## config.mk

```make
export PLATFORM = sky130hd
export DESIGN_NAME = wup_top
export DESIGN_NICKNAME = d
export VERILOG_FILES = /design/src/hw/wup_pkg.sv /design/src/hw/wup_mem.sv /design/src/hw/wup_uart_rx.sv /design/src/hw/wup_top.sv
export SDC_FILE = /design/constraint.sdc
export NUM_CORES = 1
export LEC_CHECK = 0
export BUFFER_PORTS_ARGS = -buffer_cell sky130_fd_sc_hd__buf_2
export CORE_ASPECT_RATIO = 0.8
export CORE_MARGIN = 4
export CORE_UTILIZATION = 55
export CTS_BUF_LIST = sky130_fd_sc_hd__clkbuf_4 sky130_fd_sc_hd__clkbuf_8
export CTS_CLUSTER_DIAMETER = 120
export DETAILED_ROUTE_END_ITERATION = 8
export PLACE_DENSITY = 0.74
export SYNTH_ARGS = -nofsm -noshare
export SYNTH_HDL_FRONTEND = slang
export SYNTH_SLANG_ARGS = --single-unit
```

## constraint.sdc

```tcl
create_clock -name pclk -period 7 [get_ports pclk]
set_input_delay 1.05 -clock pclk [delete_from_list [all_inputs] [get_ports pclk]]
set_output_delay 1.05 -clock pclk [all_outputs]
set_load 0.02 [all_outputs]
```

## src/hw/wup_pkg.sv

```systemverilog
/*
 * Shared constants for the wireless serial pipe: serial timing, packet
 * sizing, switch line and learn timing, register map and state codes.
 * Assumes a single 100 MHz clock and an APB master with 32-bit data.
 */
package wup_pkg;

	// Clock and serial framing
	localparam int unsigned CLK_HZ    = 100_000_000;
	localparam int unsigned BAUD      = 9600;
	localparam int unsigned BIT_CYC   = (CLK_HZ + BAUD / 2) / BAUD;
	localparam int unsigned DATA_BITS = 8;
	localparam int unsigned FIFO_AW   = 4;

	// Packet assembly and timers in their own units
	localparam int unsigned PKT_BYTES  = 12;
	localparam int unsigned FLUSH_MS   = 15;
	localparam int unsigned HOLD_MS    = 20;
	localparam int unsigned SENSE_MS   = 14;
	localparam int unsigned DIP_MS     = 1;
	localparam int unsigned LEARN_S    = 10;
	localparam int unsigned FLUSH_CYC  = FLUSH_MS * (CLK_HZ / 1000);
	localparam int unsigned HOLD_CYC   = HOLD_MS * (CLK_HZ / 1000);
	localparam int unsigned SENSE_CYC  = SENSE_MS * (CLK_HZ / 1000);
	localparam int unsigned DIP_CYC    = DIP_MS * (CLK_HZ / 1000);
	localparam int unsigned LEARN_CYC  = LEARN_S * CLK_HZ;

	// Strap code: bit 0 is mode select 0
	localparam logic [2:0] MODE_NET = 3'h3;

	// Register map
	localparam logic [11:0] REG_CTRL     = 12'h000;
	localparam logic [11:0] REG_STATUS   = 12'h004;
	localparam logic [11:0] REG_LEARN_ID = 12'h008;
	localparam logic [11:0] REG_PKT_CNT  = 12'h00C;
	localparam int unsigned CTRL_EN_BIT    = 0;
	localparam int unsigned CTRL_LEARN_BIT = 1;
	localparam logic        CTRL_EN_RST    = 1'h1;
	localparam int unsigned ST_MODE_OK  = 0;
	localparam int unsigned ST_LEARNING = 1;
	localparam int unsigned ST_SW_DRIVE = 2;
	localparam int unsigned ST_TX_ACT   = 3;
	localparam int unsigned ST_SENSE    = 4;
	localparam int unsigned ST_ID_VALID = 5;

	// Radio transmit sequencer
	typedef enum logic [4:0] {
		WUP_TX_IDLE  = 5'h01,
		WUP_TX_RD    = 5'h02,
		WUP_TX_WAIT  = 5'h04,
		WUP_TX_SEND  = 5'h08,
		WUP_TX_EMPTY = 5'h10
	} wup_txs_e;

endpackage : wup_pkg

```

## src/hw/wup_mem.sv

```systemverilog
/*
 * Small byte buffer with one write and one registered read port.
 * Assumes the caller tracks fill level and never reads an empty slot.
 */
module wup_mem
	import wup_pkg::*;
#(
	parameter int unsigned W  = DATA_BITS,
	parameter int unsigned AW = FIFO_AW
) (
	// Clock and reset
	input  wire logic          pclk,
	input  wire logic          presetn,
	// Write side
	input  wire logic          wr_en,
	input  wire logic [AW-1:0] wr_addr,
	input  wire logic [W-1:0]  wr_data,
	// Read side
	input  wire logic          rd_en,
	input  wire logic [AW-1:0] rd_addr,
	output logic      [W-1:0]  rd_data
);

	typedef struct packed {
		logic [(2**AW)-1:0][W-1:0] mem;
		logic [W-1:0]              rd;
	} wup_mem_s;

	wup_mem_s q;
	wup_mem_s n;

	// Write and read, read data held until the next read
	always_comb begin
		n = q;
		if (wr_en) begin
			n.mem[wr_addr] = wr_data;
		end
		if (rd_en) begin
			n.rd = q.mem[rd_addr];
		end
	end

	always_ff @(posedge pclk or negedge presetn) begin
		if (!presetn) begin
			q <= '0;
		end else begin
			q <= n;
		end
	end

	assign rd_data = q.rd;

endmodule : wup_mem

```

## src/hw/wup_uart_rx.sv

```systemverilog
/*
 * Serial receiver, 8 data bits, no parity, stop bit not checked.
 * Assumes the input is synchronous to pclk and idles high.
 */
module wup_uart_rx
	import wup_pkg::*;
#(
	parameter logic [15:0] BIT_CYC_P = 16'(BIT_CYC)
) (
	// Clock and reset
	input  wire logic       pclk,
	input  wire logic       presetn,
	// Serial line
	input  wire logic       rx_in,
	// Received byte
	output logic            byte_valid,
	output logic [7:0]      byte_data
);

	typedef struct packed {
		logic        busy;
		logic        prev;
		logic [15:0] cnt;
		logic [3:0]  bitn;
		logic [7:0]  shift;
		logic        valid;
		logic [7:0]  data;
	} wup_urx_s;

	localparam wup_urx_s URX_RST = '{prev: 1'h1, default: '0};

	wup_urx_s q;
	wup_urx_s n;

	// Start edge, mid-bit sampling, byte out at mid stop bit
	always_comb begin
		n = q;
		n.valid = 1'h0;
		n.prev = rx_in;
		if (!q.busy) begin
			if (q.prev && !rx_in) begin
				n.busy = 1'h1;
				n.cnt = BIT_CYC_P >> 1;
				n.bitn = 4'h0;
			end
		end else if (q.cnt != 16'h0) begin
			n.cnt = q.cnt - 16'h1;
		end else begin
			n.cnt = BIT_CYC_P - 16'h1;
			if (q.bitn == 4'h0) begin
				n.busy = !rx_in; // Glitch rejected
				n.bitn = 4'h1;
			end else if (q.bitn <= 4'h8) begin
				n.shift = {rx_in, q.shift[7:1]};
				n.bitn = q.bitn + 4'h1;
			end else begin
				n.busy = 1'h0;
				n.valid = 1'h1;
				n.data = q.shift;
			end
		end
	end

	always_ff @(posedge pclk or negedge presetn) begin
		if (!presetn) begin
			q <= URX_RST;
		end else begin
			q <= n;
		end
	end

	assign byte_valid = q.valid;
	assign byte_data = q.data;

endmodule : wup_uart_rx

```

## src/hw/wup_top.sv

```systemverilog
/*
 * Network-mode wireless serial pipe: packetiser toward the radio, serial
 * replay of received packets, switch line drive and sense, learn mode and
 * an APB register slave. Assumes the radio core moves packets on the
 * rf_tx and rf_rx ports and presents rf_rx only while rf_rx_en is high.
 */
module wup_top
	import wup_pkg::*;
#(
	parameter int unsigned AW        = FIFO_AW,
	parameter logic [15:0] BIT_CYC_P = 16'(BIT_CYC),
	parameter logic [31:0] FLUSH_P   = 32'(FLUSH_CYC),
	parameter logic [31:0] HOLD_P    = 32'(HOLD_CYC),
	parameter logic [31:0] SENSE_P   = 32'(SENSE_CYC),
	parameter logic [31:0] DIP_P     = 32'(DIP_CYC),
	parameter logic [31:0] LEARN_P   = 32'(LEARN_CYC)
) (
	// Clock and reset
	input  wire logic        pclk,
	input  wire logic        presetn,
	// APB slave
	input  wire logic [11:0] paddr,
	input  wire logic        psel,
	input  wire logic        penable,
	input  wire logic        pwrite,
	input  wire logic [31:0] pwdata,
	output logic      [31:0] prdata,
	output logic             pready,
	output logic             pslverr,
	// Mode straps
	input  wire logic [2:0]  mode_sel,
	// Host serial
	input  wire logic        ser_in,
	output logic             ser_out,
	// Switch line
	input  wire logic        sw_in,
	output logic             sw_out,
	output logic             sw_oe,
	// Learn and status line
	input  wire logic        learn_in,
	output logic             learn_out,
	output logic             learn_oe,
	// Radio transmit packets
	output logic             rf_tx_valid,
	input  wire logic        rf_tx_ready,
	output logic      [7:0]  rf_tx_data,
	output logic             rf_tx_last,
	output logic             rf_tx_nodata,
	output logic             rf_tx_sw,
	// Radio receive packets
	output logic             rf_rx_en,
	input  wire logic        rf_rx_valid,
	input  wire logic [7:0]  rf_rx_data,
	input  wire logic        rf_rx_last,
	input  wire logic        rf_rx_nodata,
	input  wire logic        rf_rx_sw,
	input  wire logic [31:0] rf_rx_id
);

	typedef struct packed {
		logic          started;
		logic          mode_ok;
		logic          en;
		logic          pready;
		logic          pslverr;
		logic [31:0]   prdata;
		logic [AW-1:0] tx_wp;
		logic [AW-1:0] tx_rp;
		logic [AW:0]   tx_cnt;
		logic [AW:0]   tx_left;
		logic [31:0]   flush_cnt;
		logic          flush_arm;
		wup_txs_e      tst;
		logic          rf_tx_valid;
		logic [7:0]    rf_tx_data;
		logic          rf_tx_last;
		logic          rf_tx_nodata;
		logic          rf_tx_sw;
		logic          rf_rx_en;
		logic [AW-1:0] rx_wp;
		logic [AW-1:0] rx_rp;
		logic [AW:0]   rx_cnt;
		logic          rx_go;
		logic          ser_busy;
		logic          ser_ld;
		logic [9:0]    ser_shift;
		logic [3:0]    ser_bit;
		logic [15:0]   ser_cnt;
		logic          ser_out;
		logic          sw_drive;
		logic          dip;
		logic          sense_high;
		logic [31:0]   hold_cnt;
		logic [31:0]   per_cnt;
		logic          learn_prev;
		logic          learning;
		logic [31:0]   learn_cnt;
		logic          id_valid;
		logic [31:0]   learned_id;
		logic [31:0]   pkt_cnt;
	} wup_top_s;

	localparam wup_top_s TOP_RST = '{en: CTRL_EN_RST, tst: WUP_TX_IDLE,
		ser_out: 1'h1, default: '0};

	wup_top_s q;
	wup_top_s n;

	logic          active;
	logic          apb_done;
	logic          ctrl_wr;
	logic          sw_loc;
	logic          push;
	logic          pop;
	logic          tx_rd_en;
	logic          rx_take;
	logic          rx_push;
	logic          rx_end;
	logic          ser_issue;
	logic          ser_load;
	logic [AW:0]   len;
	logic [31:0]   status_w;
	logic          rxb_valid;
	logic [7:0]    rxb_data;
	logic [7:0]    tx_rdata;
	logic [7:0]    rx_rdata;

	// Host serial input receiver
	wup_uart_rx #(.BIT_CYC_P(BIT_CYC_P)) u_urx (
		.pclk       (pclk),
		.presetn    (presetn),
		.rx_in      (ser_in),
		.byte_valid (rxb_valid),
		.byte_data  (rxb_data)
	);

	// Bytes waiting to go over the air
	wup_mem #(.W(8), .AW(AW)) u_txbuf (
		.pclk    (pclk),
		.presetn (presetn),
		.wr_en   (push),
		.wr_addr (q.tx_wp),
		.wr_data (rxb_data),
		.rd_en   (tx_rd_en),
		.rd_addr (q.tx_rp),
		.rd_data (tx_rdata)
	);

	// Bytes received over the air waiting for the serial output
	wup_mem #(.W(8), .AW(AW)) u_rxbuf (
		.pclk    (pclk),
		.presetn (presetn),
		.wr_en   (rx_push),
		.wr_addr (q.rx_wp),
		.wr_data (rf_rx_data),
		.rd_en   (ser_issue),
		.rd_addr (q.rx_rp),
		.rd_data (rx_rdata)
	);

	// All next-state logic
	always_comb begin
		n = q;
		len = '0;
		status_w = '0;
		pop = 1'h0;
		tx_rd_en = 1'h0;
		// Straps are caught once, on the first edge after release
		if (!q.started) begin
			n.started = 1'h1;
			n.mode_ok = (mode_sel == MODE_NET);
		end
		active = q.mode_ok && q.en;
		sw_loc = sw_in && !q.sw_drive;
		push = rxb_valid && active && !q.tx_cnt[AW];
		rx_take = rf_rx_valid && q.rf_rx_en;
		rx_push = rx_take && !rf_rx_nodata && !q.rx_cnt[AW];
		rx_end = rx_take && rf_rx_last;
		// APB: one wait state, write lands on the completing edge
		status_w[ST_MODE_OK] = q.mode_ok;
		status_w[ST_LEARNING] = q.learning;
		status_w[ST_SW_DRIVE] = q.sw_drive;
		status_w[ST_TX_ACT] = !q.rf_rx_en;
		status_w[ST_SENSE] = q.sense_high;
		status_w[ST_ID_VALID] = q.id_valid;
		apb_done = psel && penable && q.pready;
		ctrl_wr = apb_done && pwrite && (paddr == REG_CTRL);
		n.pready = psel && penable && !q.pready;
		n.pslverr = 1'h0;
		if (psel && penable && !q.pready) begin
			case (paddr)
				REG_CTRL: n.prdata = {31'h0, q.en};
				REG_STATUS: n.prdata = status_w;
				REG_LEARN_ID: n.prdata = q.learned_id;
				REG_PKT_CNT: n.prdata = q.pkt_cnt;
				default: begin
					n.prdata = 32'h0;
					n.pslverr = 1'h1;
				end
			endcase
		end
		if (ctrl_wr) begin
			n.en = pwdata[CTRL_EN_BIT];
		end
		// Radio transmit sequencer
		case (q.tst)
			WUP_TX_IDLE: begin
				if (active && (q.tx_cnt >= (AW+1)'(PKT_BYTES) ||
				    (q.flush_arm && q.flush_cnt == 32'h0 &&
				    q.tx_cnt != '0))) begin
					len = (q.tx_cnt > (AW+1)'(PKT_BYTES)) ?
						(AW+1)'(PKT_BYTES) : q.tx_cnt;
					n.tx_left = len;
					n.flush_arm = (q.tx_cnt > len);
					n.tst = WUP_TX_RD;
				end else if (active && sw_loc) begin
					n.rf_tx_valid = 1'h1;
					n.rf_tx_last = 1'h1;
					n.rf_tx_nodata = 1'h1;
					n.rf_tx_sw = 1'h1;
					n.tst = WUP_TX_EMPTY;
				end
			end
			WUP_TX_RD: begin
				tx_rd_en = 1'h1;
				n.tst = WUP_TX_WAIT;
			end
			WUP_TX_WAIT: begin
				n.rf_tx_data = tx_rdata;
				n.rf_tx_valid = 1'h1;
				n.rf_tx_last = (q.tx_left == (AW+1)'(1));
				n.rf_tx_nodata = 1'h0;
				n.rf_tx_sw = sw_loc;
				n.tst = WUP_TX_SEND;
			end
			WUP_TX_SEND: begin
				if (rf_tx_ready) begin
					n.rf_tx_valid = 1'h0;
					pop = 1'h1;
					n.tx_left = q.tx_left - (AW+1)'(1);
					n.tst = q.rf_tx_last ? WUP_TX_IDLE : WUP_TX_RD;
					n.pkt_cnt = q.pkt_cnt + {31'h0, q.rf_tx_last};
				end
			end
			WUP_TX_EMPTY: begin
				if (rf_tx_ready) begin
					n.rf_tx_valid = 1'h0;
					n.pkt_cnt = q.pkt_cnt + 32'h1;
					n.tst = WUP_TX_IDLE;
				end
			end
			default: begin
				n.rf_tx_valid = 1'h0;
				n.tst = WUP_TX_IDLE;
			end
		endcase
		// Flush timer restarts on every byte pushed into the transmit buffer
		if (push) begin
			n.flush_cnt = FLUSH_P - 32'h1;
			n.flush_arm = 1'h1;
		end else if (q.flush_arm && q.flush_cnt != 32'h0) begin
			n.flush_cnt = q.flush_cnt - 32'h1;
		end
		n.tx_wp = q.tx_wp + AW'(push);
		n.tx_rp = q.tx_rp + AW'(pop);
		n.tx_cnt = q.tx_cnt + (AW+1)'(push) - (AW+1)'(pop);
		// Listen only while nothing is queued or sent
		n.rf_rx_en = n.mode_ok && n.en && n.tst == WUP_TX_IDLE &&
			n.tx_cnt == '0 && !sw_loc;
		// Serial replay, next byte fetched during the stop bit
		ser_issue = !q.ser_ld && q.rx_go && q.rx_cnt != '0 &&
			(!q.ser_busy || q.ser_bit == 4'h9);
		ser_load = q.ser_ld && (!q.ser_busy ||
			(q.ser_bit == 4'h9 && q.ser_cnt == 16'h0));
		if (ser_issue) begin
			n.ser_ld = 1'h1;
		end
		if (ser_load) begin
			n.ser_shift = {1'h1, rx_rdata, 1'h0};
			n.ser_busy = 1'h1;
			n.ser_bit = 4'h0;
			n.ser_cnt = BIT_CYC_P - 16'h1;
			n.ser_ld = 1'h0;
		end else if (q.ser_busy) begin
			if (q.ser_cnt != 16'h0) begin
				n.ser_cnt = q.ser_cnt - 16'h1;
			end else if (q.ser_bit == 4'h9) begin
				n.ser_busy = 1'h0;
			end else begin
				n.ser_bit = q.ser_bit + 4'h1;
				n.ser_shift = {1'h1, q.ser_shift[9:1]};
				n.ser_cnt = BIT_CYC_P - 16'h1;
			end
		end
		n.ser_out = n.ser_busy ? n.ser_shift[0] : 1'h1;
		n.rx_wp = q.rx_wp + AW'(rx_push);
		n.rx_rp = q.rx_rp + AW'(ser_issue);
		n.rx_cnt = q.rx_cnt + (AW+1)'(rx_push) - (AW+1)'(ser_issue);
		if (n.rx_cnt == '0) begin
			n.rx_go = 1'h0;
		end
		if (rx_end) begin
			n.rx_go = 1'h1;
		end
		// Switch line drive, hold-off and periodic sense
		if (rx_end && rf_rx_sw) begin
			if (!q.sw_drive) begin
				n.per_cnt = SENSE_P - 32'h1;
				n.dip = 1'h0;
			end
			n.sw_drive = 1'h1;
			n.hold_cnt = HOLD_P - 32'h1;
		end else if (rx_end) begin
			n.sw_drive = 1'h0;
			n.dip = 1'h0;
		end else if (q.sw_drive) begin
			if (q.hold_cnt == 32'h0) begin
				n.sw_drive = 1'h0;
				n.dip = 1'h0;
			end else begin
				n.hold_cnt = q.hold_cnt - 32'h1;
			end
			if (q.per_cnt != 32'h0) begin
				n.per_cnt = q.per_cnt - 32'h1;
			end else if (!q.dip) begin
				n.dip = 1'h1;
				n.per_cnt = DIP_P - 32'h1;
			end else begin
				n.dip = 1'h0;
				n.sense_high = sw_in;
				n.per_cnt = SENSE_P - 32'h1;
			end
		end
		// Learn mode starts at the end of the host pulse
		n.learn_prev = q.learning ? 1'h0 : learn_in;
		if (!q.learning && active && ((q.learn_prev && !learn_in) ||
		    (ctrl_wr && pwdata[CTRL_LEARN_BIT]))) begin
			n.learning = 1'h1;
			n.learn_cnt = LEARN_P - 32'h1;
		end else if (q.learning) begin
			if (rx_end) begin
				n.learning = 1'h0;
				n.learned_id = rf_rx_id;
				n.id_valid = 1'h1;
			end else if (q.learn_cnt == 32'h0) begin
				n.learning = 1'h0;
			end else begin
				n.learn_cnt = q.learn_cnt - 32'h1;
			end
		end
	end

	always_ff @(posedge pclk or negedge presetn) begin
		if (!presetn) begin
			q <= TOP_RST;
		end else begin
			q <= n;
		end
	end

	// Outputs straight from the state register, except sw_oe which gates sw_drive with dip
	assign prdata = q.prdata;
	assign pready = q.pready;
	assign pslverr = q.pslverr;
	assign ser_out = q.ser_out;
	assign sw_out = q.sw_drive;
	assign sw_oe = q.sw_drive && !q.dip;
	assign learn_out = q.learning;
	assign learn_oe = q.learning;
	assign rf_tx_valid = q.rf_tx_valid;
	assign rf_tx_data = q.rf_tx_data;
	assign rf_tx_last = q.rf_tx_last;
	assign rf_tx_nodata = q.rf_tx_nodata;
	assign rf_tx_sw = q.rf_tx_sw;
	assign rf_rx_en = q.rf_rx_en;
endmodule : wup_top

```

* After elaboration in Yosys (flattened, before gate mapping)
Cells that the tools add are included.
Storage, ports and cells: bits in registers 630, latch bits 0, memory bits (writable) 0, bits in read-only memories 0, bits of input ports 100, output and inout bits 52, logic and storage cells 335, memories 0
Operators by class: add/subtract/negate cells 19, $mul 0, div/mod/pow operators 0, order comparisons 10, equal/unequal tests 28, shift operators 0, multiplexer cells 91, bitwise gates (word level) 8, reductions and logical operators 97
Operators by type and width (number):
- 32-bit 2-to-1 mux | 9
- 128-bit bitwise mux | 2
- 64-bit 2-to-1 mux | 2
- 32-bit case mux with 4 select lines | 1
- 32-bit by 1-bit subtractor with 32-bit output (second input constant) | 4
- 33-bit 2-to-1 mux | 3
- 32-bit zero test | 3
- 30-bit 2-to-1 mux | 3
- 67-bit 2-to-1 mux | 1
- 66-bit 2-to-1 mux | 1
- 8-bit binary-select mux with 4-bit select | 2
- 8-bit demux with 4-bit select | 2
- 32-bit case mux with 2 select lines | 1
- 32-bit nonzero test | 2
- 21-bit 2-to-1 mux | 2
- 20-bit 2-to-1 mux | 2
- 1-bit logical AND | 36
- 32-bit by 1-bit adder with 32-bit output | 1
- 32-bit by 1-bit adder with 32-bit output (second input constant) | 1
- 16-bit 2-to-1 mux | 2
- 8-bit 2-to-1 mux | 4
- 16-bit nonzero test | 2
- 16-bit by 1-bit subtractor with 16-bit output (second input constant) | 2
- 1-bit 2-to-1 mux | 30
- other kinds (53) | 135

* Depth between registers and ports, before layout
depth after elaboration 11, mapped depth 17, gate-level depth less buffers 16

* Modules after synthesis
Synthesis repeated with hierarchy kept, for this count alone.
Second synthesis, totals: cells, all modules 2617, area, all modules 31006.0 um2
Modules (own cells, without submodules):
- wup_top | times used 1, cells an instance 1641, area each 16417.0 um2, sequential area each 7986.4 um2
- wup_mem | times used 2, cells an instance 392, area each 6278.5 um2, sequential area each 3403.3 um2
- wup_uart_rx | times used 1, cells an instance 192, area each 2031.9 um2, sequential area each 977.2 um2

* Worst setup path before layout
OpenSTA, ideal clock, no wires.
kind input -> register, start point in rf_tx_ready, end point reg q (netlist bit rf_rx_en), setup time 84 ps, arrival 3244 ps, required time 6916 ps, slack 3672 ps, cell stages on the path 13, path buffers 2, cell sequence buf_2 and3_1 clkbuf_1 ha_1 inv_1 ha_1 inv_1 fa_1 inv_1 nor4_1 nand2_1 nor4b_1 a21boi_0
RTL lines:
- start, declared | line wup_top.sv:45 | input wire logic rf_tx_ready,
- end signal, assigned | line wup_top.sv:357 | q <= n;
- end, declared | line wup_top.sv:106 | wup_top_s q;

==> impl_metrics.toml <==
[status]
status = "complete, no violations"

[sta]
slew_violations = 0
slew_headroom_pct = 18.7
min_period_over_period_pct = 52.1
worstMarginPinSlew_ns = 1.21
final-hold-violation-count = 0
setup_viol_count_final = 0
rsz0062_at_grt = "false"
max_freq_mhz = 274
finalCriticalPeriod_ns = 3.65
fin_worst_skew_ns = 0.0285
finalSetupTns_ns = 0

[power]
cellPowerDensity_mw_per_mm2 = 226
ir_drop_mv = 0.111
p_leak_nw = 16.1

[die]
fp.dieArea_mm2 = 0.0583
initial_core_util_pct = 55.6
fp.dieH_um = 217
rows = 76
ioPinCount = 152
core_area_mm2 = 0.0539
die_x_um = 269

[cells_and_area]
areaGrowthSynthToFinish_pct = 10.2
antenna_cells = 0
fill_cells = 4147
final_util_pct = 61.3
nets = 2712
final_layout_size_suffix_gt1_share_pct = 29.6

[global_routing]
antenna_found_initial = 0
grt_util_all_layers_pct = 22.3
grt_pass1_wl_um = 106000
first_global_vias = 20500
grt_max_degree = 161
grt_overflow_total = 0

[worst_setup_path]
endpoint_kind = "register"
worstSetupPathType = "reg -> reg"
reg2reg_depth = 16
arrival_ns = 4.20
path_max_fanout = 11
worst_setup_path_start_kind = "register"
r2r-end = "q[199]"
required_ns = 7.55
rrSetupSlack_ns = 3.35
r2r-start = "q[184]"
crit_end = "q[199]"
crit_start = "q[184]"

[logic_synthesis]
synth.cell_area_mm2 = 0.0300
synth_cell_types = 94
yosys-top-cells-count = "dfrtp_1 (626), mux2_2 (329), nand2_1 (207)"
synth_cells = 2498
synth_area_leaders = "dfrtp_1 (52%), mux2_2 (12%), mux4_2 (6.1%)"
async_flop_share_pct = 100
yosysTopAreaCellShare_pct = 52.3
syn_area_per_cell_um2 = 12.0
synthFlopType = "dfrtp_1"
yosysMostFrequentCell = "dfrtp_1"
ys_seq_area_share_pct = 52.6
synth-seq-cells = 630
synth_fp_nets = 2638
synth_edf_count = 0
yosysWarnings = 0
synth_top_area_cell = "dfrtp_1"

[drt]
drc = 0
via_count = 20000
first_pass_iters = 5
wl_per_cell_um = 19.2
ant_nets = 0
viasPerCell = 5.97
wirelength_um = 64400
first_iter_violations = 1433

[placed_design]
numPortBuffers = 121
place_congestion = 0.802
hpwl_um = 42600

[cts]
cts_tree = "built"
htreeDepth = 3
holdBufCountCts = 0
cts_resized = 0
cts_setup_buffers = 0
cts_buffer_depth = 3
clkLatencyLatePin_ns = 0.69
clkSinkCount = 630
clk_pin_slew_ns = 0.07
cts_root_buffer = "clkbuf_8"
cts_made_buffers = 99

[flow_run]
drv_cap = 0

[min_path]
hold_path_class = "in -> async"
cells in the final DEF, fill, tap and decap left out, types with 10 or more instances in the layout:
cell      Yosys  routed
xnor2_1      51      51
nor4_1       42      42
a211oi_1     11      11
nor2b_1      13      13
a31oi_1      23      23
or3_1        24      24
or4_1        15      15
o31ai_1      12      12
dfrtp_1     626     622
inv_1        57      57
and2_1       10      10
mux2_2      329     329
or2_2        10      10
buf_2        13     120
nor3_1       53      53
mux4_2       81      81
xor2_1       60      60
nand3b_1     13      13
nor2_1      150     150
nand2_1     207     207
buf_4        41      14
ha_1         38      38
nand2b_1     19      19
clkbuf_8      0     132
clkinv_2      0      21
and3_1       22      22
o21ai_0     102     102
a21oi_1      68      68
nand4_1      30      30
nand3_1      65      65
a22oi_1      33      33
mux2i_1      18      18
clkbuf_4      0      24
power breakdown:
group | internal [mW] | total (mW) | switching (mW)
Clock | 1.89 | 3.35 | 1.46
Sequential | 3.69 | 3.76 | 0.0613
Combinational | 0.123 | 0.347 | 0.224
Total | 5.71 | 7.46 | 1.75
worst max-delay path, stage by stage, from the launching register on:
cell	delay, ns
dfrtp_1	0.41
inv_1	0.07
ha_1	0.13
nand2_1	0.08
o21ai_0	0.37
and4b_1	0.62
ha_1	0.33
inv_1	0.06
ha_1	0.15
inv_1	0.06
fa_1	0.43
inv_1	0.08
a21oi_1	0.06
o21bai_1	0.16
xnor2_1	0.11
o41ai_1	0.30
nand2_1	0.10
worst min-delay path by stage:
stage / start / to / depth (start not counted)
global placement: q[64] / q[64] / 1
CTS: presetn / q[59] / 1
detailed placement: u_txbuf.rd_data[7] / rf_tx_data[7] / 2
finish: presetn / q[59] / 1
global route: presetn / q[60] / 1
floorplan: q[64] / q[64] / 1
routing by layer:
| metal | track usage, % | vias to the layer above | part of all wire (%) |
|---|---|---|---|
| li1 | - | 9184 | - |
| met1 | 31.4 | 10200 | 46 |
| met2 | 35.7 | 531 | 47 |
| met3 | 4.44 | 93 | 5.3 |
| met4 | 6.03 | 0 | 2.0 |
| met5 | 0 | - | 0 |
state kept, by name (all words and copies together) (netlist names), 8 cells and up:
name	flops
u_rxbuf.q	128
q	269
rf_tx_data	8
prdata	32
u_urx.q	30
u_urx.byte_data	8
u_rxbuf.rd_data	8
u_txbuf.rd_data	8
u_txbuf.q	128
cells by family (layout without fill, tap and decap cells):
family | after synthesis | in the layout | synth area share (%)
compound gates | 330 | 330 | 7.19
fa+ha+maj | 40 | 40 | 1.72
flops | 630 | 630 | 52.6
simple gates | 734 | 734 | 12.7
buf+inv | 223 | 380 | 3.46
mux | 429 | 429 | 19.1
xor+xnor | 111 | 111 | 3.24
other cells | 1 | 1 | 0.0125
area by class of cell:
class | count | area [µm²] | share of cell area (%)
clock inverters | 28 | 206 | 0.625
well taps | 702 | 878 | 2.66
repair buffers | 138 | 781 | 2.36
flip-flops and latches | 630 | 15800 | 47.8
inverters | 58 | 218 | 0.659
clock buffers | 156 | 2000 | 6.05
multi-input cells | 1645 | 13200 | 39.9
through the flow:
stage          hold WS (ns)  instances  setup slack, ns  power [mW]  cell area, µm²
2_1_floorplan         0.430       2498             3.67        4.00           30000
3_3_place_gp          0.451       3173             3.38        4.15           30800
3_5_place_dp          0.455       3173             3.32        4.17           30800
4_1_cts               0.382       3357             3.34        7.54           33000
5_1_grt               0.405       3357             3.05        7.76           33000
6_report              0.363       3357             3.35        7.46           33000
Power figures use the tool's default switching activity.
